<file path="src/include/sdio_ceata_pkg.sv">
// shared constants for the stall and task file command block
package sdio_ceata_pkg;
  // ==========================================================================
  // register byte offsets
  localparam logic [4:0] OFF_CONTROL = 5'h00;
  localparam logic [4:0] OFF_STATUS = 5'h04;
  localparam logic [4:0] OFF_BLOCK_LEN = 5'h08;
  localparam logic [4:0] OFF_XFER_LEN = 5'h0C;
  localparam logic [4:0] OFF_ARGUMENT = 5'h10;
  localparam logic [4:0] OFF_COMMAND = 5'h14;
  localparam logic [4:0] OFF_RESPONSE = 5'h18;
  // ==========================================================================
  // control and status bits
  localparam int CTL_STALL = 0;
  localparam int ST_DONE = 0;
  localparam int ST_CRC_ERR = 1;
  localparam int ST_TIMEOUT = 2;
  localparam int ST_BUSY = 3;
  localparam int ST_STALLING = 4;
  localparam int ST_DATA_PEND = 5;
  // ==========================================================================
  // command_control fields
  localparam int CMD_INDEX_LSB = 0;
  localparam int CMD_INDEX_W = 6;
  localparam int CMD_RESP_EXP = 6;
  localparam int CMD_RESP_LONG = 7;
  localparam int CMD_CHK_CRC = 8;
  localparam int CMD_DATA_EXP = 9;
  localparam int CMD_WRITE = 10;
  localparam int CMD_STREAM = 11;
  localparam int CMD_AUTO_STOP = 12;
  localparam int CMD_WAIT_PRV = 13;
  localparam int CMD_STOP_ABORT = 14;
  localparam int CMD_SEND_INIT = 15;
  localparam int CMD_CLK_ONLY = 21;
  localparam int CMD_READ_ATA = 22;
  localparam int CMD_CCS_EXP = 23;
  localparam int CMD_START = 31;
  localparam logic [31:0] REG_RESET = 32'h0000_0000;
  // ==========================================================================
  // link framing
  localparam logic [7:0] CMD_FRAME_BITS = 8'h30;
  localparam logic [7:0] SHORT_RESP_BITS = 8'h30;
  localparam logic [7:0] LONG_RESP_BITS = 8'h88;
  localparam logic [7:0] RESP_TIMEOUT_CLKS = 8'h40;
  localparam logic [1:0] CMD_PREFIX = 2'h1;
  localparam logic [6:0] CRC7_POLY = 7'h09;
endpackage

</file>
<file path="src/include/cmd_if.sv">
// command hand-off between register front end and link engine
`timescale 1ns/10ps
interface cmd_if;
  logic start;
  logic [31:0] argument;
  logic [5:0] index;
  logic respExp;
  logic respLong;
  logic chkCrc;
  logic busy;
  logic done;
  logic crcErr;
  logic timeout;
  logic [31:0] response;
  modport front (output start, argument, index, respExp, respLong, chkCrc,
                 input busy, done, crcErr, timeout, response);
  modport engine (input start, argument, index, respExp, respLong, chkCrc,
                  output busy, done, crcErr, timeout, response);
endinterface

</file>
<file path="src/rtl/cmd_engine.sv">
// serial command sender and response receiver on the card link
`timescale 1ns/10ps
module cmd_engine import sdio_ceata_pkg::*; (
  input wire logic sys_clk,
  input wire logic rstn,
  cmd_if.engine cif,
  input wire logic cardClk,
  input wire logic cmdIn,
  output logic cmdOut_q,
  output logic cmdOe_q
);
  typedef enum logic [2:0] {
    IDLE = 3'b000, SEND = 3'b001, RWAIT = 3'b011, RECV = 3'b010, FIN = 3'b110
  } state_t;

  function automatic logic [6:0] crc7(input logic [39:0] d);
    logic [6:0] c;
    logic fb;
    c = '0;
    for (int i = 39; i >= 0; i--) begin
      fb = d[i] ^ c[6];
      c = {c[5:0], 1'b0};
      if (fb) begin
        c = c ^ CRC7_POLY;
      end
    end
    return c;
  endfunction

  // ==========================================================================
  // link sampling
  logic [1:0] clkS_q, cmdS_q;
  logic clkPrev_q;
  always_ff @(posedge sys_clk) begin
    clkS_q <= {clkS_q[0], cardClk};
    cmdS_q <= {cmdS_q[0], cmdIn};
    clkPrev_q <= clkS_q[1];
  end
  wire linkRise = clkS_q[1] & ~clkPrev_q;
  wire linkFall = ~clkS_q[1] & clkPrev_q;
  wire cmdBit = cmdS_q[1];

  // ==========================================================================
  // frame engine
  state_t state_q;
  logic [47:0] shift_q, rsp_q;
  logic [7:0] cnt_q;
  logic long_q, chk_q, exp_q, done_q, crcErr_q, timeout_q;
  wire [39:0] frameHead = {CMD_PREFIX, cif.index, cif.argument};
  wire crcBad = crc7(rsp_q[47:8]) != rsp_q[7:1];

  always_ff @(posedge sys_clk) begin
    if (!rstn) begin
      state_q <= IDLE;
      shift_q <= '0;
      rsp_q <= '0;
      cnt_q <= '0;
      {long_q, chk_q, exp_q, done_q, crcErr_q, timeout_q} <= '0;
      cmdOut_q <= 1'b1;
      cmdOe_q <= 1'b0;
    end else begin
      done_q <= 1'b0;
      case (state_q)
        IDLE: if (cif.start) begin
          shift_q <= {frameHead, crc7(frameHead), 1'b1};
          cnt_q <= CMD_FRAME_BITS;
          {long_q, chk_q, exp_q} <= {cif.respLong, cif.chkCrc, cif.respExp};
          state_q <= SEND;
        end
        SEND: if (linkFall) begin
          if (cnt_q != 8'h00) begin
            cmdOe_q <= 1'b1;
            cmdOut_q <= shift_q[47];
            shift_q <= {shift_q[46:0], 1'b0};
            cnt_q <= cnt_q - 8'h01;
          end else begin
            cmdOe_q <= 1'b0;
            cmdOut_q <= 1'b1;
            cnt_q <= RESP_TIMEOUT_CLKS;
            state_q <= exp_q ? RWAIT : FIN;
          end
        end
        RWAIT: if (linkRise) begin
          if (!cmdBit) begin
            rsp_q <= '0;
            cnt_q <= (long_q ? LONG_RESP_BITS : SHORT_RESP_BITS) - 8'h01;
            state_q <= RECV;
          end else if (cnt_q == 8'h01) begin
            timeout_q <= 1'b1;
            state_q <= FIN;
          end else begin
            cnt_q <= cnt_q - 8'h01;
          end
        end
        RECV: if (linkRise) begin
          rsp_q <= {rsp_q[46:0], cmdBit};
          cnt_q <= cnt_q - 8'h01;
          if (cnt_q == 8'h01) begin
            state_q <= FIN;
          end
        end
        FIN: begin
          // long frames carry their own inner check, so only short ones are tested
          crcErr_q <= exp_q & ~timeout_q & chk_q & ~long_q & crcBad;
          done_q <= 1'b1;
          state_q <= IDLE;
        end
        default: state_q <= IDLE;
      endcase
      if (state_q == IDLE && cif.start) begin
        {crcErr_q, timeout_q} <= 2'b00;
      end
    end
  end

  assign cif.busy = state_q != IDLE;
  assign cif.done = done_q;
  assign cif.crcErr = crcErr_q;
  assign cif.timeout = timeout_q;
  assign cif.response = rsp_q[39:8];
endmodule

</file>
<file path="src/rtl/sdio_ceata_cmd.sv">
// register front end, stall signalling and task file command issue
//
// Design decisions made here: the placing of the registers and the Avalon-MM interface to the registers.
`timescale 1ns/10ps
module sdio_ceata_cmd import sdio_ceata_pkg::*; (
  input wire logic sys_clk,
  input wire logic rstn,
  input wire logic [4:0] avs_address,
  input wire logic avs_read,
  input wire logic avs_write,
  input wire logic [31:0] avs_writedata,
  output logic [31:0] avs_readdata,
  output logic avs_waitrequest,
  input wire logic cardClk,
  input wire logic cmdIn,
  output logic cmdOut_q,
  output logic cmdOe_q,
  output logic dat2Out_q,
  output logic dat2Oe_q,
  input wire logic dataOver,
  output logic xferStart_q,
  output logic xferWrite_q,
  output logic xferReadAta_q,
  output logic xferSingle_q,
  output logic [15:0] xferBlockLen_q,
  output logic [31:0] xferBytes_q
);
  cmd_if cif ();

  // ==========================================================================
  // registers
  logic [31:0] control_q, argument_q, command_q, blockLen_q, xferLen_q, response_q;
  logic [2:0] sticky_q;
  logic dataPending_q, issue_q, waitReq_q;
  logic [31:0] rdMux;

  wire req = avs_read | avs_write;
  wire access = req & ~waitReq_q;
  wire wrAcc = access & avs_write;
  wire wrCtl = wrAcc && avs_address == OFF_CONTROL;
  wire wrSts = wrAcc && avs_address == OFF_STATUS;
  wire wrBlk = wrAcc && avs_address == OFF_BLOCK_LEN;
  wire wrLen = wrAcc && avs_address == OFF_XFER_LEN;
  wire wrArg = wrAcc && avs_address == OFF_ARGUMENT;
  // a pending command cannot be rewritten until the engine has taken it
  wire wrCmd = wrAcc && avs_address == OFF_COMMAND && !command_q[CMD_START];
  wire holdPrev = command_q[CMD_WAIT_PRV] & dataPending_q;
  wire issue = command_q[CMD_START] & ~issue_q & ~cif.busy & ~holdPrev;
  wire doneOk = cif.done & ~cif.crcErr & ~cif.timeout;
  wire [2:0] stickySet = {cif.done & cif.timeout, cif.done & cif.crcErr, cif.done};
  wire [2:0] stickyClr = wrSts ? avs_writedata[ST_TIMEOUT:ST_DONE] : 3'h0;

  always_comb begin
    if (avs_address == OFF_CONTROL) begin
      rdMux = control_q;
    end else if (avs_address == OFF_STATUS) begin
      rdMux = {26'h0, dataPending_q, dat2Oe_q, cif.busy | issue_q, sticky_q};
    end else if (avs_address == OFF_BLOCK_LEN) begin
      rdMux = blockLen_q;
    end else if (avs_address == OFF_XFER_LEN) begin
      rdMux = xferLen_q;
    end else if (avs_address == OFF_ARGUMENT) begin
      rdMux = argument_q;
    end else if (avs_address == OFF_COMMAND) begin
      rdMux = command_q;
    end else if (avs_address == OFF_RESPONSE) begin
      rdMux = response_q;
    end else begin
      rdMux = 32'h0000_0000;
    end
  end

  // ==========================================================================
  // bus slave: one wait cycle, then the access lands
  always_ff @(posedge sys_clk) begin
    if (!rstn) begin
      waitReq_q <= 1'b1;
      avs_readdata <= REG_RESET;
    end else begin
      waitReq_q <= ~(req & waitReq_q);
      if (req & waitReq_q) begin
        avs_readdata <= rdMux;
      end
    end
  end
  assign avs_waitrequest = waitReq_q;

  always_ff @(posedge sys_clk) begin
    if (!rstn) begin
      control_q <= REG_RESET;
      argument_q <= REG_RESET;
      blockLen_q <= REG_RESET;
      xferLen_q <= REG_RESET;
      response_q <= REG_RESET;
    end else begin
      if (wrCtl) control_q <= avs_writedata & (32'h1 << CTL_STALL);
      if (wrBlk) blockLen_q <= avs_writedata;
      if (wrLen) xferLen_q <= avs_writedata;
      if (wrArg) argument_q <= avs_writedata;
      if (cif.done) response_q <= cif.response;
    end
  end

  // ==========================================================================
  // command issue
  always_ff @(posedge sys_clk) begin
    if (!rstn) begin
      command_q <= REG_RESET;
      issue_q <= 1'b0;
      sticky_q <= '0;
      dataPending_q <= 1'b0;
    end else begin
      issue_q <= issue;
      if (wrCmd) begin
        command_q <= avs_writedata;
      end else if (issue) begin
        command_q[CMD_START] <= 1'b0;
      end
      sticky_q <= (sticky_q & ~stickyClr) | stickySet;
      // a new data command wins over a data-over pulse in the same cycle
      if (issue & command_q[CMD_DATA_EXP]) begin
        dataPending_q <= 1'b1;
      end else if (dataOver) begin
        dataPending_q <= 1'b0;
      end
    end
  end

  assign cif.start = issue_q;
  assign cif.argument = argument_q;
  assign cif.index = command_q[CMD_INDEX_LSB +: CMD_INDEX_W];
  assign cif.respExp = command_q[CMD_RESP_EXP];
  assign cif.respLong = command_q[CMD_RESP_LONG];
  assign cif.chkCrc = command_q[CMD_CHK_CRC];

  cmd_engine engine (
    .sys_clk(sys_clk),
    .rstn(rstn),
    .cif(cif),
    .cardClk(cardClk),
    .cmdIn(cmdIn),
    .cmdOut_q(cmdOut_q),
    .cmdOe_q(cmdOe_q)
  );

  // ==========================================================================
  // data hand-off and stall
  logic [31:0] issuedCmd_q;
  always_ff @(posedge sys_clk) begin
    if (!rstn) begin
      issuedCmd_q <= REG_RESET;
      xferStart_q <= 1'b0;
      xferWrite_q <= 1'b0;
      xferReadAta_q <= 1'b0;
      xferSingle_q <= 1'b0;
      xferBlockLen_q <= '0;
      xferBytes_q <= '0;
      dat2Out_q <= 1'b0;
      dat2Oe_q <= 1'b0;
    end else begin
      if (issue) issuedCmd_q <= command_q;
      // completion signal is never awaited: data starts right after the response
      xferStart_q <= doneOk & issuedCmd_q[CMD_DATA_EXP];
      if (doneOk) begin
        xferWrite_q <= issuedCmd_q[CMD_WRITE];
        xferReadAta_q <= issuedCmd_q[CMD_READ_ATA];
        xferBlockLen_q <= blockLen_q[15:0];
        xferBytes_q <= xferLen_q;
        // task file goes out as one block when byte count equals block length
        xferSingle_q <= xferLen_q == blockLen_q;
      end
      // stall holds the shared data line low whenever the stall bit is set; card capability is not checked
      dat2Out_q <= 1'b0;
      dat2Oe_q <= control_q[CTL_STALL];
    end
  end
endmodule

</file>
<file path="config.mk">
export PLATFORM = sky130hd
export DESIGN_NAME = sdio_ceata_cmd
export DESIGN_NICKNAME = d
export VERILOG_FILES = /design/src/include/sdio_ceata_pkg.sv /design/src/include/cmd_if.sv /design/src/rtl/cmd_engine.sv /design/src/rtl/sdio_ceata_cmd.sv
export SDC_FILE = /design/constraint.sdc
export NUM_CORES = 1
export LEC_CHECK = 0
export CAP_MARGIN = 20
export CORE_MARGIN = 3
export CORE_UTILIZATION = 37
export DETAILED_ROUTE_END_ITERATION = 6
export DONT_BUFFER_PORTS = 1
export GPL_ROUTABILITY_DRIVEN = 0
export SLEW_MARGIN = 0
export SYNTH_ARGS = -nofsm -noshare
export SYNTH_HDL_FRONTEND = slang
export SYNTH_HIERARCHICAL = 1
export SYNTH_SLANG_ARGS = --single-unit
</file>
<file path="constraint.sdc">
create_clock -name sys_clk -period 3.94 [get_ports sys_clk]
set_input_delay 0 -clock sys_clk [delete_from_list [all_inputs] [get_ports sys_clk]]
set_output_delay 0 -clock sys_clk [all_outputs]
set_load 0.005 [all_outputs]
</file>
==> results.cfg, run 1 <==
[floorplanning]
die_area_sq_um = 50400
die-width_um = 225
start_util_pct = 37.7
core_sq_um = 46900
rows = 79
die_y_um = 225
io_pins = 133

[clock_tree]
numCtsBuffers = 44
htree_levels = 2
clock-sinks = 375
cts_root_buf = clkbuf_16
cts_tree = done
clk_latency_ns = 0.58
post_cts.repair.setup_buffers = 0
cts_max_path_buffers = 3
clkTransAtPathRegs_ns = 0.06
ctsResizeCount = 0
ctsHoldBuffers = 50

[synthesis]
ys_ff_latch = 375
synthArstFlopShare_pct = 0
synth_edf_count = 0
synth_cell_types = 74
yosys-mux-area-fraction_pct = 4.92
synthXorXnorAreaFrac_pct = 10.3
syn_area_sq_um = 17700
synth_common_cells = nand2_1, dfxtp_1, a21oi_1, nor2_1, clkbuf_1
synth_area_leaders = dfxtp_1, nand2_1, a21oi_1
synth_top_family_by_area = simple AND/OR/NAND/NOR gates
synth_top_cell_area_share_pct = 42.5
synthAdderAreaFrac_pct = 0.142
ys_warn_count = 6
synth_area_per_cell_sq_um = 8.26
synthFlopType = dfxtp_1
synth_top_cell_by_area = dfxtp_1
syn_nets = 2186
synth-simple-area-share_pct = 17.9
ys_seq_area_share_pct = 42.5
synth-compound-area-share_pct = 17.6
yosysMostFrequentCell = nand2_1
netlist_instances = 2140

[timing]
worst_slew_pin_slew_ns = 1.05
hold_ws_ns = 0.0314
rsz0062_at_grt = false
hold_violations = 0
finalClockSkew_ns = 0.0245
min_period_ns = 2.79
relSlewSlack_pct = 29.9
setup_ws_ns = 1.15
finalSetupViolCount = 0
clock.fmax_mhz = 358
slew_viol_final = 0
setup_tns_ns = 0
min_period_over_period_pct = 70.8

[power]
total_leakage_power_nw = 7.07
p_per_area_nw_per_um2 = 444
peakVddDrop_uv = 282

[critical_path]
r2r-end = engine/cmdOut_q$_SDFFE_PN1P_
r2r_start = engine/cnt_q[2]$_SDFFE_PN0P_
crit_start = rstn
cp-start-kind = input pin
crit_fanout = 122
r2r_slack_ns = 1.18
end_kind = flop
worstPathRequired_ns = 4.36
crit_type = input pin to flop
arrival_ns = 3.21
reg2reg_depth = 7

[global_route]
antenna_found_initial = 2
grt_max_degree = 123
grt_pass1_wl_um = 81700
grt_overflow_total = 0
grt_pass1_vias = 13800
grt_usage_pct = 20.5

[route]
wirelength_um = 53000
vias = 14700
first_pass_iters = 7
wire_per_inst_um = 19.5
drtIter0Drc = 1419
vias_per_cell = 5.39
drc = 0
antenna_left = 0

[hold_path]
holdCritStartpoint = avs_address[2]
worstHoldEndpoint = avs_readdata[0]$_SDFFE_PN0P_
min_path_type = input pin to flop
holdPathStages = 5

[layout]
fin_cells = 2719
nNetsFinal = 2128
drive_above_1_share_pct = 6.25
fin_area_sq_um = 19700
antenna_cells = 0
syn2layout_area_growth_pct = 11.7

[run]
maxCapViolations = 0

[outcome]
status = complete, no violations

[placed_design]
place_area_sq_um = 17800
dp.cells = 2592
portBuffers = 0
hpwl_um = 36100
place_ws_ns = 1.24
==> metrics by stage <==
stage	utilization (%)	total power, W
floorplan	-	0.00455
global placement	37.9	0.00469
detailed placement	37.9	0.00470
CTS	42.1	0.00883
global route	42.1	0.00910
finish	42.1	0.00877
==> layout make-up <==
class                      count  area, sq um
clock inverter                16          186
clock buffer                  60         1220
tap                          607          759
inverter                      86          328
multi-input combinational   1501         9010
timing repair buffer          74          733
sequential                   375         7510
fill                        4646        27100
==> layer usage <==
metal | track usage, % | routed length, um
met1 | 27.9 | 23600
met2 | 31.5 | 23100
met3 | 4.50 | 4090
met4 | 8.49 | 2160
met5 | 0 | 23
==> logic make-up (layout without fill, tap and decap cells) <==
kind of cell / after synthesis / count (layout)
AO/OA/AOI/OAI: 512 / 512
XOR/XNOR: 165 / 165
adder cells (fa/ha/maj): 2 / 2
buffers and inverters: 264 / 236
flip-flops: 375 / 375
multiplexers: 85 / 85
other: 1 / 1
AND/OR/NAND/NOR: 736 / 736
==> worst max-delay path by stage <==
stage / endpoint / slack [ns]
3_3_place_gp: engine/shift_q[7]$_SDFFE_PN0P_ / 1.27
3_5_place_dp: engine/shift_q[7]$_SDFFE_PN0P_ / 1.24
4_1_cts: engine/shift_q[7]$_SDFFE_PN0P_ / 1.21
2_1_floorplan: engine/shift_q[7]$_SDFFE_PN0P_ / 1.42
5_1_grt: engine/shift_q[6]$_SDFFE_PN0P_ / 0.92
6_report: blockLen_q[20]$_SDFFE_PN0P_ / 1.15
==> worst max-delay path, stage by stage <==
cell and delay [ns]:
dlygate4sd3_1 0.61, buf_16 0.24, inv_6 0.68, buf_4 0.63
buf_4 0.72, a21oi_1 0.11
==> sequential cells by signal, indices dropped and copies added (netlist names), 8 cells and up <==
register / count
blockLen_q: 32
argument_q: 32
xferLen_q: 32
engine/cnt_q: 8
command_q: 32
avs_readdata: 32
response_q: 32
engine/rsp_q: 48
engine/shift_q: 48
xferBlockLen_q: 16
xferBytes_q: 32
==> power by group <==
| group | switching, W | internal, W |
|---|---|---|
| sequential | 0.0000758 | 0.00386 |
| clock | 0.00165 | 0.00237 |
| combinational | 0.000563 | 0.000252 |
| total | 0.00229 | 0.00648 |
==> cells in the final DEF (no fill, tap or decap), types with 57 or more instances in the layout <==
cell type | synthesis | layout
nand2_1 | 436 | 436
xnor2_1 | 93 | 93
o21ai_0 | 61 | 61
mux2i_1 | 79 | 79
dfxtp_1 | 375 | 374
a21oi_1 | 226 | 225
nor2_1 | 129 | 126
nor2b_1 | 57 | 57
inv_1 | 85 | 85
Note: power is estimated with default switching activity, not from simulation.
==> run 2: changes to the inputs <==
--- a/config.mk
+++ b/config.mk
@@ -5,6 +5,7 @@
 export SDC_FILE = /design/constraint.sdc
 export NUM_CORES = 1
 export LEC_CHECK = 0
+export ABC_AREA = 1
 export CAP_MARGIN = 20
 export CORE_MARGIN = 3
 export CORE_UTILIZATION = 37
==> constraint.sdc (replaced) <==
create_clock -name sys_clk -period 2.3 [get_ports sys_clk]
set_input_delay 0 -clock sys_clk [delete_from_list [all_inputs] [get_ports sys_clk]]
set_output_delay 0 -clock sys_clk [all_outputs]
set_load 0.005 [all_outputs]
==> run 2 against run 1 <==
Compared with the run above:
- the run now ends with setup timing left
- sequential share of layout area is 5.7 points lower
- utilization is 6.5 points higher
- clock-buffer cell count is 1 lower
- worst hold slack worse by 0.023 ns
- critical path type is now flop to flop
- largest cell class unchanged
==> results.cfg, run 2 <==
[critical_path]
r2r_slack_ns = -0.57
crit_start = argument_q[29]$_SDFFE_PN0P_
crit_type = flop to flop
arrival_ns = 3.30
cp-start-kind = flop
r2r_start = argument_q[29]$_SDFFE_PN0P_
reg2reg_depth = 19
r2r-end = engine/shift_q[4]$_SDFFE_PN0P_
end_kind = flop
crit_fanout = 3
worstPathRequired_ns = 2.73

[global_route]
grt_usage_pct = 22.6
antenna_found_initial = 5
grt_pass1_vias = 17300
grt_pass1_wl_um = 93600
grt_overflow_total = 0
grt_max_degree = 189

[layout]
fillers = 4605
largestRegisters = engine/rsp_q (48), engine/shift_q (48)
fin_area_sq_um = 23300
mostFrequentLayoutCell = nand2_1
syn2layout_area_growth_pct = 29.4
multiInputGateArea_sq_um = 9750
fin_cells = 3505
nNetsFinal = 2901
final_cell_mix = nand2_1, dfxtp_1, o21ai_0, nor2_1, dlygate4sd3_1
ff_latch_area_sq_um = 7550
drive_above_1_share_pct = 14.3

[synthesis]
synth_edf_count = 0
syn_nets = 2697
synth_common_cells = nand2_1, dfxtp_1, o21ai_0, nor2_1, a21oi_1
synthArstFlopShare_pct = 0
synthFlopType = dfxtp_1
syn_area_sq_um = 18000
synth_top_cell_area_share_pct = 41.6
ys_seq_area_share_pct = 41.6
synth_cell_types = 44
yosysMostFrequentCell = nand2_1
netlist_instances = 2651
ys_warn_count = 6
synth_top_cell_by_area = dfxtp_1
synth_area_leaders = dfxtp_1, nand2_1, o21ai_0
synth_area_per_cell_sq_um = 6.81
ys_ff_latch = 375

[floorplanning]
rows = 80
die-width_um = 227
io_pins = 133
core_sq_um = 47900
start_util_pct = 37.6
die_y_um = 227
die_area_sq_um = 51400

[timing]
min_period_ns = 2.87
relSlewSlack_pct = 59.4
setup_tns_ns = -4.03
min_period_over_period_pct = 125
slew_viol_final = 0
clock.fmax_mhz = 348
setup_ws_ns = -0.573
hold_violations = 0
worst_slew_pin_slew_ns = 0.608
rsz0062_at_grt = true
finalSetupViolCount = 8
finalClockSkew_ns = 0.0219

[route]
first_pass_iters = 7
vias_per_cell = 5.29
wirelength_um = 60800
wire_per_inst_um = 17.3
antenna_left = 0
drtIter0Drc = 1842
vias = 18600
drc = 0

[outcome]
violations = setup timing
status = finished, violations left

[placed_design]
dp.cells = 3183
portBuffers = 0
hpwl_um = 39800
place_ws_ns = -0.537
place_area_sq_um = 18800

[power]
clock_power_share_pct = 44.5
p_switching_w = 0.00364
combPwrFrac_pct = 10.3
switching_share_pct = 24.9
internal-power_w = 0.0110
p_per_area_nw_per_um2 = 628
peakVddDrop_uv = 549
finalPower_w = 0.0146
total_leakage_power_nw = 9.19
seqPwrFrac_pct = 45.2

[hold_path]
holdCritStartpoint = avs_address[2]
worstHoldEndpoint = avs_readdata[2]$_SDFFE_PN0P_
min_path_type = input pin to flop
holdPathStages = 6

[run]
maxCapViolations = 0

[clock_tree]
clock-sinks = 375
cts_tree = done
htree_levels = 2
clkTransAtPathRegs_ns = 0.06
clk_latency_ns = 0.55
numCtsBuffers = 39
cts_max_path_buffers = 3
cts_root_buf = clkbuf_16
==> run 2: cell types whose count changed after synthesis, moves of 52 or more <==
cell,delta
nand2_1,+281
o21ai_0,+237
nor2_1,+168
inv_1,+106
mux2i_1,-79
nand3_1,+78
nor2b_1,-57
xnor2_1,-56
a22oi_1,-52
==> run 2: metrics by stage <==
stage | util, % | hold WS [ns]
floorplan | - | 0.0277
global placement | 39.1 | 0.0281
detailed placement | 39.1 | 0.0280
CTS | 47.8 | 0.0145
global route | 48.7 | 0.0298
finish | 48.7 | 0.00872
==> run 2: cell type report <==
class | instances | share of cell area (%)
antenna | 6 | 0.0643
timing repair buffer | 328 | 13.6
sequential | 375 | 32.3
multi-input combinational | 1905 | 41.8
tap | 615 | 3.30
clock buffer | 59 | 5.02
inverter | 206 | 3.35
clock inverter | 11 | 0.606
==> run 2: power by group through the flow <==
stage	clock, W	combinational [W]	sequential [W]
floorplan	0	0.000830	0.00675
global placement	0	0.00102	0.00676
detailed placement	0	0.00104	0.00677
CTS	0.00661	0.00140	0.00662
global route	0.00687	0.00164	0.00662
finish	0.00652	0.00151	0.00662
==> run 2: layer usage <==
metal	GRT usage [%]	vias to the layer above	wire, um
met2	35.6	640	27700
met5	0	-	13
met1	30.9	8809	26300
met3	4.39	131	4610
met4	7.82	2	2140
li1	-	8970	-
==> run 2: worst max path at each step <==
| stage | end | slack (ns) | depth (start not counted) |
|---|---|---|---|
| 2_1_floorplan | engine/shift_q[6]$_SDFFE_PN0P_ | -0.19 | 17 |
| 3_3_place_gp | engine/shift_q[4]$_SDFFE_PN0P_ | -0.46 | 24 |
| 3_5_place_dp | engine/cif.crcErr$_SDFFE_PP0P_ | -0.54 | 25 |
| 4_1_cts | engine/shift_q[7]$_SDFFE_PN0P_ | -0.44 | 19 |
| 5_1_grt | engine/cif.crcErr$_SDFFE_PP0P_ | -0.76 | 23 |
| 6_report | engine/shift_q[4]$_SDFFE_PN0P_ | -0.57 | 19 |
==> run 2: cell families after synthesis <==
logic type / synth area share, %
and+or+nand+nor: 27.9
adders and majority gates: 0.139
buffers and inverters: 9.17
DFF: 41.6
other: 0.0208
AOI/OAI and AO/OA: 17.6
xor gates and xnor gates: 3.60
==> run 2: worst max-delay path, stage by stage (launching register included) <==
cell and delay, ns:
dfxtp_4 0.37, xnor2_4 0.23, xor2_4 0.25, xor2_4 0.22, xor2_2 0.22, buf_4 0.17, xor2_4 0.21, inv_2 0.10
nand2_4 0.10, nand3_2 0.07, nand2_2 0.10, nand2_2 0.06, nand3b_1 0.16, nand2_2 0.09, nand2_2 0.08, nand2_2 0.07
nand2_2 0.06, nand3_2 0.07, nand2_2 0.08, a21oi_2 0.05
==> run 2: repair_timing <==
item                                    4_1_cts  5_1_grt
endpoints found under the setup margin        8       62
buffers inserted                              7        2
pin swaps                                    59       58
gates cloned                                  0        2
resized for setup                            99      114
hold buffers                                235        0
endpoints found under the hold margin       293        0
